--- src/lamp_pkg.sv ---
package lamp_pkg;
   // ***********************************************
   // widths and counts
   // ***********************************************
   localparam int PORT_COUNT        = 10;
   localparam int LAMP_WORD_WIDTH   = 8;
   localparam int STRAP_WIDTH       = 16;
   localparam int SERIAL_BITS       = 16;
   localparam int SER_DIV_CYCLES    = 4;
   localparam int SER_GAP_CYCLES    = 8;
   localparam int PARALLEL_DWELL    = 4;
   localparam int PORT_SEL_LOW      = 8;
   // ***********************************************
   // reset values of captured straps
   // ***********************************************
   localparam logic [15:0] STRAP_RESET    = 16'hFFFF;
   localparam logic        BLINK_RESET    = 1'b1;
   localparam logic        PARALLEL_RESET = 1'b1;
   localparam logic [1:0]  TEST_RESET     = 2'h3;

   // one lamp pin group: output, enable
   typedef struct packed {
      logic [15:0] data;
      logic [15:0] oe;
   } shared_pins_type;

   typedef struct packed {
      logic blink_disable;
      logic parallel_mode;
      logic [1:0] test_select;
      logic [15:0] straps;
   } strap_set_type;

   typedef enum logic [2:0] {
      SER_IDLE  = 3'b001,
      SER_SHIFT = 3'b010,
      SER_GAP   = 3'b100
   } ser_state_type;
endpackage

--- src/lamp_sync.sv ---
`timescale 1ns/100ps
// two-flop synchroniser, vector wide
module lamp_sync #(
   parameter int WIDTH = 1
) (
   input  wire logic             clk_i,
   input  wire logic [WIDTH-1:0] async_i,
   output logic      [WIDTH-1:0] sync_o
);
   logic [WIDTH-1:0] meta;

   // first stage is only read by the second; no reset, so that strap
   // levels keep flowing through while the device is held in reset
   always_ff @(posedge clk_i) begin
      meta   <= async_i;
      sync_o <= meta;
   end
endmodule

--- src/lamp_pin_control.sv ---
`timescale 1ns/100ps
//
// Contract
// - capture sixteen straps in reset, drive afterwards
// - blink strap high means no blinking
// - mode strap high parallel, low serial
// - serial clock on port select bit eight
// - serial data on port select bit nine
// - active low envelope frames serial stream
// - parallel lamp word on low byte
// - ten bit port select across pins
// - latch test pins, drive nand results
module lamp_pin_control
   import lamp_pkg::*;
(
   input  wire logic                          clk_i,
   input  wire logic                          arst_n_i,
   input  wire logic [lamp_pkg::STRAP_WIDTH-1:0] shared_pin_i,
   output logic      [lamp_pkg::STRAP_WIDTH-1:0] shared_pin_o,
   output logic      [lamp_pkg::STRAP_WIDTH-1:0] shared_pin_oe_o,
   input  wire logic                          port_sel8_pin_i,
   output logic                               port_sel8_pin_o,
   output logic                               port_sel8_pin_oe_o,
   input  wire logic                          blink_pin_i,
   output logic                               blink_pin_o,
   output logic                               blink_pin_oe_o,
   input  wire logic                          envelope_pin_i,
   output logic                               envelope_pin_o,
   output logic                               envelope_pin_oe_o,
   input  wire logic                          test_select_pin_a_i,
   input  wire logic                          test_select_pin_b_i,
   output logic                               test_select_pin_a_o,
   output logic                               test_select_pin_b_o,
   output logic                               test_select_pin_oe_o,
   input  wire logic                          scan_enable_i,
   input  wire logic [1:0]                    nand_tree_result_i,
   input  wire logic [lamp_pkg::PORT_COUNT-1:0]  lamp_status_i,
   input  wire logic                          blink_phase_i,
   output lamp_pkg::strap_set_type            strap_set_o,
   output logic                               test_mode_o
);
   import lamp_pkg::*;

   // ***********************************************
   // reset tracking and pin synchronisers
   // ***********************************************
   logic                    in_reset;
   logic [STRAP_WIDTH+4:0]  pins_raw;
   logic [STRAP_WIDTH+4:0]  pins_sync;
   logic                    scan_sync;

   // every strap pin and scan enable share one synchroniser
   assign pins_raw = {scan_enable_i, test_select_pin_b_i, test_select_pin_a_i,
                      envelope_pin_i, blink_pin_i, shared_pin_i};

   // synchroniser runs through reset: a reset one would hide the straps
   // until after the capture edge and every strap would read as ones
   lamp_sync #(.WIDTH(STRAP_WIDTH+5)) u_sync (
      .clk_i    (clk_i),
      .async_i  (pins_raw),
      .sync_o   (pins_sync)
   );
   assign scan_sync = pins_sync[STRAP_WIDTH+4];

   // first clocked cycle after release still samples, then drives
   always_ff @(posedge clk_i or negedge arst_n_i) begin
      if (!arst_n_i) begin
         in_reset <= 1'b1;
      end else begin
         in_reset <= 1'b0;
      end
   end

   // ***********************************************
   // strap capture
   // ***********************************************
   // straps are caught by a clock at release, never by the async reset itself
   always_ff @(posedge clk_i or negedge arst_n_i) begin
      if (!arst_n_i) begin
         strap_set_o.straps        <= STRAP_RESET;
         strap_set_o.blink_disable <= BLINK_RESET;
         strap_set_o.parallel_mode <= PARALLEL_RESET;
         strap_set_o.test_select   <= TEST_RESET;
      end else if (in_reset) begin
         strap_set_o.straps        <= pins_sync[STRAP_WIDTH-1:0];
         strap_set_o.blink_disable <= pins_sync[STRAP_WIDTH];
         strap_set_o.parallel_mode <= pins_sync[STRAP_WIDTH+1];
         strap_set_o.test_select   <= pins_sync[STRAP_WIDTH+3:STRAP_WIDTH+2];
      end
   end

   // scan enable pulled low by default keeps normal mode
   assign test_mode_o = scan_sync & ~in_reset;

   // ***********************************************
   // lamp state with optional blinking
   // ***********************************************
   logic [PORT_COUNT-1:0] lamp_shown;

   // one phase gates every lamp, so all blinking ports flash in step
   always_comb begin
      if (strap_set_o.blink_disable) begin
         lamp_shown = lamp_status_i;
      end else begin
         lamp_shown = lamp_status_i & {PORT_COUNT{blink_phase_i}};
      end
   end

   // ***********************************************
   // parallel scan: one port at a time
   // ***********************************************
   logic [3:0]            par_port;
   logic [2:0]            par_dwell;
   logic [PORT_COUNT-1:0] par_sel;
   logic [LAMP_WORD_WIDTH-1:0] par_word;

   // select and word register together so the pins never pair mismatched
   always_ff @(posedge clk_i or negedge arst_n_i) begin
      if (!arst_n_i) begin
         par_port  <= 4'h0;
         par_dwell <= 3'h0;
         par_sel   <= '0;
         par_word  <= '0;
      end else begin
         if (par_dwell == 3'(PARALLEL_DWELL - 1)) begin
            par_dwell <= 3'h0;
            par_port  <= (par_port == 4'(PORT_COUNT - 1)) ? 4'h0 : par_port + 4'h1;
         end else begin
            par_dwell <= par_dwell + 3'h1;
         end
         par_sel  <= PORT_COUNT'(1) << par_port;
         par_word <= {{(LAMP_WORD_WIDTH-1){1'b0}}, lamp_shown[par_port]};
      end
   end

   // ***********************************************
   // serial shifter
   // ***********************************************
   ser_state_type          ser_state;
   logic [1:0]             ser_div;
   logic [4:0]             ser_count;
   logic [SERIAL_BITS-1:0] ser_shift;
   logic                   ser_clk;
   logic                   ser_env_n;

   // clock low for half the bit, high for half; data changes on falling edge
   always_ff @(posedge clk_i or negedge arst_n_i) begin
      if (!arst_n_i) begin
         ser_state <= SER_IDLE;
         ser_div   <= 2'h0;
         ser_count <= 5'h0;
         ser_shift <= '0;
         ser_clk   <= 1'b0;
         ser_env_n <= 1'b1;
      end else begin
         unique case (ser_state)
            SER_IDLE: begin
               ser_shift <= SERIAL_BITS'(lamp_shown);
               ser_env_n <= 1'b0;
               ser_count <= 5'h0;
               ser_div   <= 2'h0;
               ser_state <= SER_SHIFT;
            end
            SER_SHIFT: begin
               ser_div <= ser_div + 2'h1;
               ser_clk <= (ser_div >= 2'(SER_DIV_CYCLES / 2 - 1))
                          && (ser_div != 2'(SER_DIV_CYCLES - 1));
               if (ser_div == 2'(SER_DIV_CYCLES - 1)) begin
                  ser_shift <= ser_shift >> 1;
                  if (ser_count == 5'(SERIAL_BITS - 1)) begin
                     ser_env_n <= 1'b1;
                     ser_count <= 5'h0;
                     ser_state <= SER_GAP;
                  end else begin
                     ser_count <= ser_count + 5'h1;
                  end
               end
            end
            SER_GAP: begin
               ser_clk   <= 1'b0;
               ser_count <= ser_count + 5'h1;
               if (ser_count == 5'(SER_GAP_CYCLES - 1)) begin
                  ser_state <= SER_IDLE;
               end
            end
         endcase
      end
   end

   // ***********************************************
   // pin muxing
   // ***********************************************
   // pins stay inputs one cycle past release so the capture sees straps
   logic drive;
   assign drive = ~in_reset;

   // mode strap picks which engine owns the shared pins
   always_comb begin
      shared_pin_oe_o    = {STRAP_WIDTH{drive}};
      blink_pin_oe_o     = drive;
      envelope_pin_oe_o  = drive;
      port_sel8_pin_oe_o = drive;
      if (strap_set_o.parallel_mode) begin
         shared_pin_o    = {par_sel[PORT_SEL_LOW-1:0], par_word};
         port_sel8_pin_o = par_sel[8];
         blink_pin_o     = par_sel[9];
         envelope_pin_o  = 1'b1;
      end else begin
         shared_pin_o    = '0;
         port_sel8_pin_o = ser_clk;
         blink_pin_o     = ser_shift[0];
         envelope_pin_o  = ser_env_n;
      end
   end

   // test pins drive nand results only in test mode
   assign test_select_pin_oe_o = test_mode_o;
   assign test_select_pin_a_o  = nand_tree_result_i[0];
   assign test_select_pin_b_o  = nand_tree_result_i[1];
endmodule

--- config.mk ---
export PLATFORM = sky130hd
export DESIGN_NAME = lamp_pin_control
export DESIGN_NICKNAME = d
export VERILOG_FILES = /design/src/lamp_pkg.sv /design/src/lamp_sync.sv /design/src/lamp_pin_control.sv
export SDC_FILE = /design/constraint.sdc
export NUM_CORES = 1
export LEC_CHECK = 0
export ABC_CLOCK_PERIOD_IN_PS = 3450
export BUFFER_PORTS_ARGS = -buffer_cell sky130_fd_sc_hd__buf_2
export CORE_MARGIN = 2
export CORE_UTILIZATION = 55
export DETAILED_ROUTE_END_ITERATION = 6
export GPL_ROUTABILITY_DRIVEN = 0
export PLACE_DENSITY = 0.82
export SKIP_LAST_GASP = 1
export SLEW_MARGIN = 20
export SYNTH_ARGS = -nofsm -noshare
export SYNTH_HDL_FRONTEND = slang
export SYNTH_SLANG_ARGS = --single-unit
--- constraint.sdc ---
create_clock -name clk_i -period 3.45 [get_ports clk_i]
set_clock_uncertainty 0.2 [all_clocks]
set_input_delay 0.5175 -clock clk_i [delete_from_list [all_inputs] [get_ports clk_i]]
set_output_delay 0.5175 -clock clk_i [all_outputs]
set_load 0.05 [all_outputs]
==> impl_metrics.toml, run 1 <==
[status]
status = "complete, no violations"

[detailed_routing]
ant_nets = 0
wl_per_cell_microns = 12.67
drt-total-wl_mm = 5.969
num_vias = 2266
drt-initial-drc-count = 92
first_pass_iters = 4
vias_per_cell = 4.811
drc = 0

[clock_network]
cts_buffers = 9
cts.sinks = 103
clock_path_buffers = 2
cts_tree = "yes"
clockRootBuffer = "clkbuf_8"
cts_resized = 0
clkTransAtPathRegs_ns = 0.10
cts_max_level = 3
clkLatencyLatePin_ns = 0.35

[placed_design]
dpl.hpwl_mm = 4.291
io_buffers = 86
dpl.cell_count = 454

[global_route]
overflow = 0
antenna_found_initial = 0
grt_max_degree = 41
grt_pass1_vias = 2099
grtUsageTotal = 0.1611
grt_pass1_wl_mm = 9.708

[die]
core.rowCount = 30
die_w_microns = 88.41
ios = 99
die_h_microns = 88.41
coreArea_sq_um = 6832
dieArea_sq_um = 7816
start_util = 0.5736

[logic_synthesis]
synth.distinct_cells = 45
syn-cell-area_sq_um = 3919
synth-edff-count = 0
yosysWarnings = 0
ys_seq_elements = 103
synth.largest_area_cell = "dfrtp_1"
async_flop_share = 0.5922
yosysSeqAreaShare = 0.6114
synth_flop_cell = "dfxtp_1"
synth_top_area_share = 0.2427
synth_area_per_cell_sq_um = 12.81
ys_top_cells_by_area = "dfrtp_1 (24%), dfxtp_1 (21%), dfstp_2 (15%)"
synthCells = 306

[worst_setup_path]
start_kind = "flop"
cp.arrival_ns = 1.80
cp_data_required_time_ns = 2.73
crit_type = "flop to primary output"
r2r_start = "ser_state[2]"
r2r-end = "ser_count[0]"
critical_path.max_fanout = 22
rr_worst_depth = 3
crit_path_end_kind = "primary output"
rrSetupSlack_ns = 1.32

[timing]
fmax_mhz = 396.6
hold_viol = 0
tightest_slew_ns = 0.7575
report.final.setup_viol = 0
tns_ns = 0
period_share = 0.7308
relSlewSlack = 0.4879
finalMaxSlewViolations = 0
fin_crit_ns = 2.521
rsz0062_at_grt = "no"

[cells_and_area]
fillCellCount = 527
antennaDiodeCount = 0
nets = 414
ff_latch_area_sq_um = 2396
layoutNonFillerInstCount = 471
areaGrowthSynthToFinish_pct = 12.36
layout-drive-gt1-share = 0.4293
multi_input_area_sq_um = 1221

[worst_hold_path]
worstHoldPathCells = 1
hold_class = "input pin to flop"
holdPathEnd = "u_sync.meta[7]"
min_from = "shared_pin_i[7]"

[power_and_ir_drop]
ir_drop_uv = 345.9
p_per_area_nw_per_um2 = 510.9
power_leakage_nw = 2.064
finalPower_mw = 2.249

[run]
cap_viol_max_count = 0
[sequential cells by signal (all words and copies together), names as in the netlist, 4 cells and up]
name           cells
par_sel           10
strap_set_o       20
ser_count          5
u_sync.sync_o     21
u_sync.meta       21
par_port           4
ser_shift         10
[worst max path at each step]
stage / slack [ns] / end / depth (start not counted) / from
after CTS: 0.86 / shared_pin_oe_o[7] / 2 / in_reset
after global routing: 0.76 / shared_pin_oe_o[2] / 2 / in_reset
after global placement: 1.31 / port_sel8_pin_oe_o / 2 / in_reset
after floorplan: 1.05 / test_select_pin_oe_o / 3 / in_reset
after detailed placement: 1.28 / shared_pin_oe_o[7] / 2 / in_reset
final: 0.93 / shared_pin_oe_o[14] / 2 / in_reset
[routing by layer]
| layer | GRT usage | routed length, microns |
|---|---|---|
| met5 | 0 | 0 |
| met4 | 0.06612 | 66 |
| met3 | 0.04104 | 281 |
| met2 | 0.2632 | 2917 |
| met1 | 0.2061 | 2704 |
[through the flow]
stage,util,worst slack [ns],hold WS (ns),area (sq um)
after floorplan,-,1.055,0.02191,3945
after global routing,0.6445,0.7618,0.03801,4403
after CTS,0.6445,0.8645,0.04275,4403
after detailed placement,0.6167,1.283,0.1121,4213
final,0.6445,0.9289,0.06553,4403
after global placement,0.6167,1.305,0.1110,4213
[cell families after synthesis]
logic type      after synthesis  share of synthesized area
fa+ha+maj                     7                    0.02235
mux                          44                     0.1280
buf+inv                      52                    0.08365
xor+xnor                      1                   0.002235
compound gates               29                    0.04790
simple gates                 69                     0.1035
other cells                   1                  0.0009569
flops                       103                     0.6114
[where the power goes]
group          switching, mW  total, mW  leakage [nW]  internal, mW
registers             0.0284       1.30          1.10          1.27
logic                  0.209      0.280         0.876        0.0710
clock network          0.400      0.672        0.0920         0.272
total                  0.638       2.25          2.06          1.61
[worst max-delay path, stage by stage (launching register included)]
cell and delay (ns):
dfstp_2 0.85, inv_1 0.31, buf_2 0.29
[cell type report]
type | count | share of cell area
Sequential cell | 103 | 0.5442
Multi-Input combinational cell | 158 | 0.2774
Timing Repair Buffer | 88 | 0.1017
Clock buffer | 9 | 0.02813
Tap cell | 96 | 0.02728
Clock inverter | 7 | 0.01279
Inverter | 10 | 0.008525
[cell usage in the layout (no fill, tap or decap), types with 3 or more instances in the layout]
cell type  netlist  final
buf_2            0     86
dfxtp_1         42     42
dfrtp_1         38     38
mux2_2          29     29
dfstp_2         23     23
mux2i_1         13     13
o21ai_0         12     12
inv_1           10     10
and2_1          10     10
nor2_1          10     10
clkbuf_8         0      9
conb_1           1      8
nand2_1          7      7
ha_1             7      7
nand3_1          6      6
nand2b_1         6      6
nor2b_1          5      5
and3_1           4      4
nor3_1           4      4
o21a_1           4      4
a21oi_1          4      4
nand3b_1         3      3
[Yosys cell counts (2+ instances only)]
library cell	instances
a21oi_1	4
a22o_1	2
a22oi_1	2
and2_1	10
and3_1	4
buf_1	2
buf_4	29
buf_6	3
clkbuf_1	7
dfrtp_1	38
dfstp_2	23
dfxtp_1	42
ha_1	7
inv_1	10
mux2_2	29
mux2i_1	13
mux4_2	2
nand2_1	7
nand2b_1	6
nand3_1	6
nand3b_1	3
nor2_1	10
nor2b_1	5
nor3_1	4
nor3b_1	2
nor4_1	2
o21a_1	4
o21ai_0	12
or3b_2	2
[what timing repair did]
item	4_1_cts	5_1_grt
endpoints found under the hold margin	21	0
setup buffers	0	0
hold buffers	1	0
Note: power is estimated with default switching activity, not from simulation.
==> run 2, diff against run 1 <==
--- a/config.mk
+++ b/config.mk
@@ -5,13 +5,13 @@
 export SDC_FILE = /design/constraint.sdc
 export NUM_CORES = 1
 export LEC_CHECK = 0
-export ABC_CLOCK_PERIOD_IN_PS = 3450
+export ABC_CLOCK_PERIOD_IN_PS = 2150
 export BUFFER_PORTS_ARGS = -buffer_cell sky130_fd_sc_hd__buf_2
 export CORE_MARGIN = 2
-export CORE_UTILIZATION = 55
+export CORE_UTILIZATION = 47
 export DETAILED_ROUTE_END_ITERATION = 6
 export GPL_ROUTABILITY_DRIVEN = 0
-export PLACE_DENSITY = 0.82
+export PLACE_DENSITY = 0.75
 export SKIP_LAST_GASP = 1
 export SLEW_MARGIN = 20
 export SYNTH_ARGS = -nofsm -noshare
==> constraint.sdc (replaced) <==
create_clock -name clk_i -period 2.15 [get_ports clk_i]
set_clock_uncertainty 0.2 [all_clocks]
set_input_delay 0.3225 -clock clk_i [delete_from_list [all_inputs] [get_ports clk_i]]
set_output_delay 0.3225 -clock clk_i [all_outputs]
set_load 0.05 [all_outputs]
==> run 2 against run 1 <==
Against the previous run:
- global-route usage decreased by 0.90 points
- flip-flop and latch count unchanged
- final cell count rose by 8.1%
- final area rose by 7.2%
- non-clock buffer count grew 29
- utilization fell by 6.4 points
- register-to-register slack worse by 1.1 ns
- via count increased by 6.0%
- total power rose by 63%
- die area up 16%
- clock-buffer cell count rose by 2
==> impl_metrics.toml, run 2 (synthesis gave the netlist of run 1 again) <==
[worst_setup_path]
crit_path_end_kind = "primary output"
cp.arrival_ns = 1.51
cp_data_required_time_ns = 1.63
crit_type = "flop to primary output"
critical_path.max_fanout = 5
startpoint = "strap_set_o[18]"
start_kind = "flop"
r2r_start = "ser_count[0]"

[die]
coreArea_sq_um = 8134
die_h_microns = 95.31
start_util = 0.4818
dieArea_sq_um = 9084
core.rowCount = 33
die_w_microns = 95.31
ios = 99

[timing]
tns_ns = 0
report.final.setup_viol = 0
fmax_mhz = 492.5
hold_viol = 0
setup_ws_ns = 0.1197
fin_crit_ns = 2.030
tightest_slew_ns = 0.5786
finalMaxSlewViolations = 0
rsz0062_at_grt = "yes"
holdWs_ns = 0.07599
relSlewSlack = 0.6143
period_share = 0.9443

[placed_design]
dpl.cell_count = 469
io_buffers = 86
pre_cts_slack_ns = 0.2201
dpl.hpwl_mm = 4.640
placed_area_sq_um = 4300

[clock_network]
clockRootBuffer = "clkbuf_8"
clkTransAtPathRegs_ns = 0.09
cts.sinks = 103
cts_max_level = 3
cts_buffers = 9
cts_resized = 0
cts_tree = "yes"
clkLatencyLatePin_ns = 0.35
clock_path_buffers = 2

[detailed_routing]
drt-total-wl_mm = 6.664
vias_per_cell = 4.717
wl_per_cell_microns = 13.09
num_vias = 2401
drt-initial-drc-count = 89
drc = 0
first_pass_iters = 4
ant_nets = 0

[global_route]
antenna_found_initial = 0
grt_pass1_vias = 2292
grt_pass1_wl_mm = 10.61
overflow = 0
grtUsageTotal = 0.1522
grt_max_degree = 26

[cells_and_area]
nets = 443
reg_top3 = "u_sync.meta x21, u_sync.sync_o x21, strap_set_o x20"
fin_area_sq_um = 4718
fillCellCount = 668
areaGrowthSynthToFinish_pct = 20.40
antennaDiodeCount = 0
layout_commonest_cell = "buf_2"
layout-drive-gt1-share = 0.4208
layoutNonFillerInstCount = 509
final_cell_mix = "buf_2 (86), dfxtp_1 (42), dfrtp_1 (38)"

[worst_hold_path]
hold_class = "input pin to flop"
min_from = "lamp_status_i[9]"

[power_and_ir_drop]
power_leakage_nw = 2.188
ir_drop_uv = 448.7
p_per_area_nw_per_um2 = 777.4

[run]
cap_viol_max_count = 0

[status]
status = "complete, no violations"
## run 2: changes by cell type in the layout (fill, tap and decap cells not counted), sizes merged
cell / delta
clkinv: -2
inv: -2
dlygate4sd3: +21
clkbuf: +2
buf: +8
clkinvlp: +2
## run 2: area by class of cell
| class | instances | area [sq um] | share of cell area |
|---|---|---|---|
| Clock buffer | 11 | 141.4 | 0.02997 |
| Clock inverter | 5 | 41.29 | 0.008751 |
| Inverter | 10 | 41.29 | 0.008751 |
| Multi-Input combinational cell | 158 | 1224 | 0.2593 |
| Sequential cell | 103 | 2396 | 0.5078 |
| Tap cell | 105 | 131.4 | 0.02784 |
| Timing Repair Buffer | 117 | 743.2 | 0.1575 |
## run 2: metrics by stage
step           power [mW]  utilization
6_report            3.668       0.5801
2_1_floorplan       2.491            -
3_5_place_dp        2.584       0.5287
3_3_place_gp        2.573       0.5287
5_1_grt             3.836       0.5801
4_1_cts             3.723       0.5801
## run 2: worst paths after layout
kind                            slack [ns]           endpoint  depth (start not counted)
worst max-delay path                  0.12        blink_pin_o                          2
worst min-delay path                  0.08       ser_shift[9]                          3
worst max register to register        0.19       ser_count[0]                          6
worst min register to register        0.13  u_sync.sync_o[17]                          0
max in group asynchronous             0.84     strap_set_o[9]                          3
min in group asynchronous             0.30        par_port[1]                          2
## run 2: power breakdown
group          total, mW  switching, mW  internal, mW
sequential          2.07         0.0386          2.04
clock               1.09          0.630         0.464
combinational      0.500          0.352         0.149
total               3.67           1.02          2.65
## run 2: what timing repair did
item                                    in CTS  in global routing
endpoints found under the setup margin       2                  3
pin swaps                                    0                  0
hold endpoints to repair                    37                  0
setup buffers                                2                  0
hold buffers                                22                  0
## run 2: worst max-delay path: stages, from the launching register on
cell and delay (ns):
dfstp_2 0.59, mux2_2 0.36, buf_2 0.21
## run 2: per-layer routing
| layer | global-route usage | part of all wire | wire (microns) | vias to the layer above |
|---|---|---|---|---|
| li1 | - | - | - | 1182 |
| met1 | 0.1968 | 0.46 | 3036 | 1150 |
| met2 | 0.2465 | 0.48 | 3222 | 61 |
| met3 | 0.03794 | 0.049 | 327 | 8 |
| met4 | 0.05918 | 0.012 | 77 | 0 |
| met5 | 0 | 0 | 0 | - |
==> run 3, diff against run 2 <==
--- a/config.mk
+++ b/config.mk
@@ -8,10 +8,10 @@
 export ABC_CLOCK_PERIOD_IN_PS = 2150
 export BUFFER_PORTS_ARGS = -buffer_cell sky130_fd_sc_hd__buf_2
 export CORE_MARGIN = 2
-export CORE_UTILIZATION = 47
+export CORE_UTILIZATION = 37
+export CTS_CLUSTER_DIAMETER = 100
 export DETAILED_ROUTE_END_ITERATION = 6
 export GPL_ROUTABILITY_DRIVEN = 0
-export PLACE_DENSITY = 0.75
 export SKIP_LAST_GASP = 1
 export SLEW_MARGIN = 20
 export SYNTH_ARGS = -nofsm -noshare
==> run 3 against run 2 <==
Against the previous run:
- sequential power is essentially flat
- critical path type unchanged
- first-iteration DRC count rose by 7.9%
- register-to-register slack improved by 0.08 ns
- sequential share of layout area decreased by 0.74 points
- via count fell by 0.58%
- wire length down 0.74%
- die area grew 26%
- non-clock buffer count up 4
- global-route usage fell by 3.4 points
- clock-buffer cell count decreased by 2
- clock power is 6% higher
- setup slack lost 0.027 ns
==> impl_metrics.toml, run 3 (synthesis gave the netlist of run 1 again) <==
[detailed_routing]
wl_per_cell_microns = 12.14
drt-total-wl_mm = 6.615
drt-initial-drc-count = 96
vias_per_cell = 4.380
first_pass_iters = 4
drc = 0
num_vias = 2387
ant_nets = 0

[timing]
report.final.setup_viol = 0
finalMaxSlewViolations = 0
holdWs_ns = 0.04679
tns_ns = 0
setup_ws_ns = 0.09322
period_share = 0.9566
fmax_mhz = 486.2
rsz0062_at_grt = "no"
hold_viol = 0
fin_crit_ns = 2.057

[placed_design]
placed_area_sq_um = 4349
dpl.cell_count = 503
dpl.hpwl_mm = 4.600
io_buffers = 86
pre_cts_slack_ns = 0.2628

[die]
die_h_microns = 106.9
die_w_microns = 106.9
dieArea_sq_um = 11430
start_util = 0.3796
coreArea_sq_um = 10320
core.rowCount = 37
ios = 99

[global_route]
grt_max_degree = 36
grt_pass1_vias = 2302
grt_pass1_wl_mm = 10.61
grtUsageTotal = 0.1186
overflow = 0
antenna_found_initial = 0

[power_and_ir_drop]
ir_drop_uv = 518.3
p_per_area_nw_per_um2 = 780.0
power_leakage_nw = 2.219
finalPower_mw = 3.735

[clock_network]
cts.sinks = 103
cts_buffers = 9
clkLatencyLatePin_ns = 0.36
clock_path_buffers = 2
cts_max_level = 3
cts_tree = "yes"
clockRootBuffer = "clkbuf_8"
clkTransAtPathRegs_ns = 0.11

[status]
status = "complete, no violations"

[cells_and_area]
ff_latch_area_sq_um = 2396
fin_util = 0.4638
final_cell_mix = "buf_2 (86), dfxtp_1 (42), dfrtp_1 (38)"
nets = 448
areaGrowthSynthToFinish_pct = 22.19
reg_top3 = "u_sync.meta x21, u_sync.sync_o x21, strap_set_o x20"
fillCellCount = 962
fin_area_sq_um = 4788
layout-drive-gt1-share = 0.4303
antennaDiodeCount = 0
layout_commonest_cell = "buf_2"
layoutNonFillerInstCount = 545
multi_input_area_sq_um = 1224

[run]
cap_viol_max_count = 0

[worst_setup_path]
crit_type = "flop to primary output"
crit_path_end_kind = "primary output"
crit_buf_inv = 1
cp_data_required_time_ns = 1.63
critical_path.max_fanout = 5
path_cells = "mux2_2 > buf_2"
critical_path.top_delay_family = "flip-flops"
max_stage_delay_ns = 0.60
cp.arrival_ns = 1.53
cp_slowest_cell = "dfstp_2"
start_kind = "flop"

[worst_hold_path]
hold_class = "input pin to flop"
-- run 3: cell count changes in the layout (fill, tap and decap cells not counted), sizes merged --
cell,change
clkinv,+2
clkinvlp,-1
inv,+2
clkbuf,-2
buf,+4
-- run 3: cell type report --
cell class                 instances  share of cell area
multi-input combinational        158              0.2556
sequential                       103              0.5004
clock inverter                     7             0.01359
tap                              136             0.03554
timing repair buffer             121              0.1589
timing repair inverter             1            0.001568
clock buffer                       9             0.02587
inverter                          10            0.008623
-- run 3: per-layer routing --
| layer | wire length (microns) | global-route usage | share of wire |
|---|---|---|---|
| met2 | 3017 | 0.1811 | 0.46 |
| met5 | 0 | 0 | 0 |
| met3 | 306 | 0.02675 | 0.046 |
| met1 | 3188 | 0.1619 | 0.48 |
| met4 | 103 | 0.05195 | 0.016 |
-- run 3: power breakdown --
group	total, mW	internal, mW	switching [mW]
logic	0.501	0.149	0.352
clock network	1.16	0.452	0.708
registers	2.07	2.04	0.0379
total	3.73	2.64	1.10
-- run 3: what timing repair did --
action / CTS / global route
setup buffers: 1 / 2
cloned: 0 / 1
endpoints found under the hold margin: 59 / 0
setup endpoints to repair: 2 / 19
hold buffers: 22 / 0
resized for setup: 0 / 1
-- run 3: path summary, 6_finish.rpt --
path                                          end  depth (start not counted)             start  slack [ns]
worst max-delay path              port_sel8_pin_o                          2   strap_set_o[18]        0.09
worst min-delay path                 ser_shift[9]                          3  lamp_status_i[9]        0.05
worst max register to register       ser_shift[0]                          3      ser_state[0]        0.27
worst min register to register  u_sync.sync_o[17]                          0   u_sync.meta[17]        0.13
max in group asynchronous         strap_set_o[19]                          3          arst_n_i        1.02
min in group asynchronous            ser_shift[5]                          2          arst_n_i        0.15
-- run 3: worst register-to-register path: cells and delay by family, from the launching register on --
kind / cells / cell delay (ns)
flops: 1 / 0.61
mux: 1 / 0.38
compound gates: 1 / 0.31
simple gates: 1 / 0.28
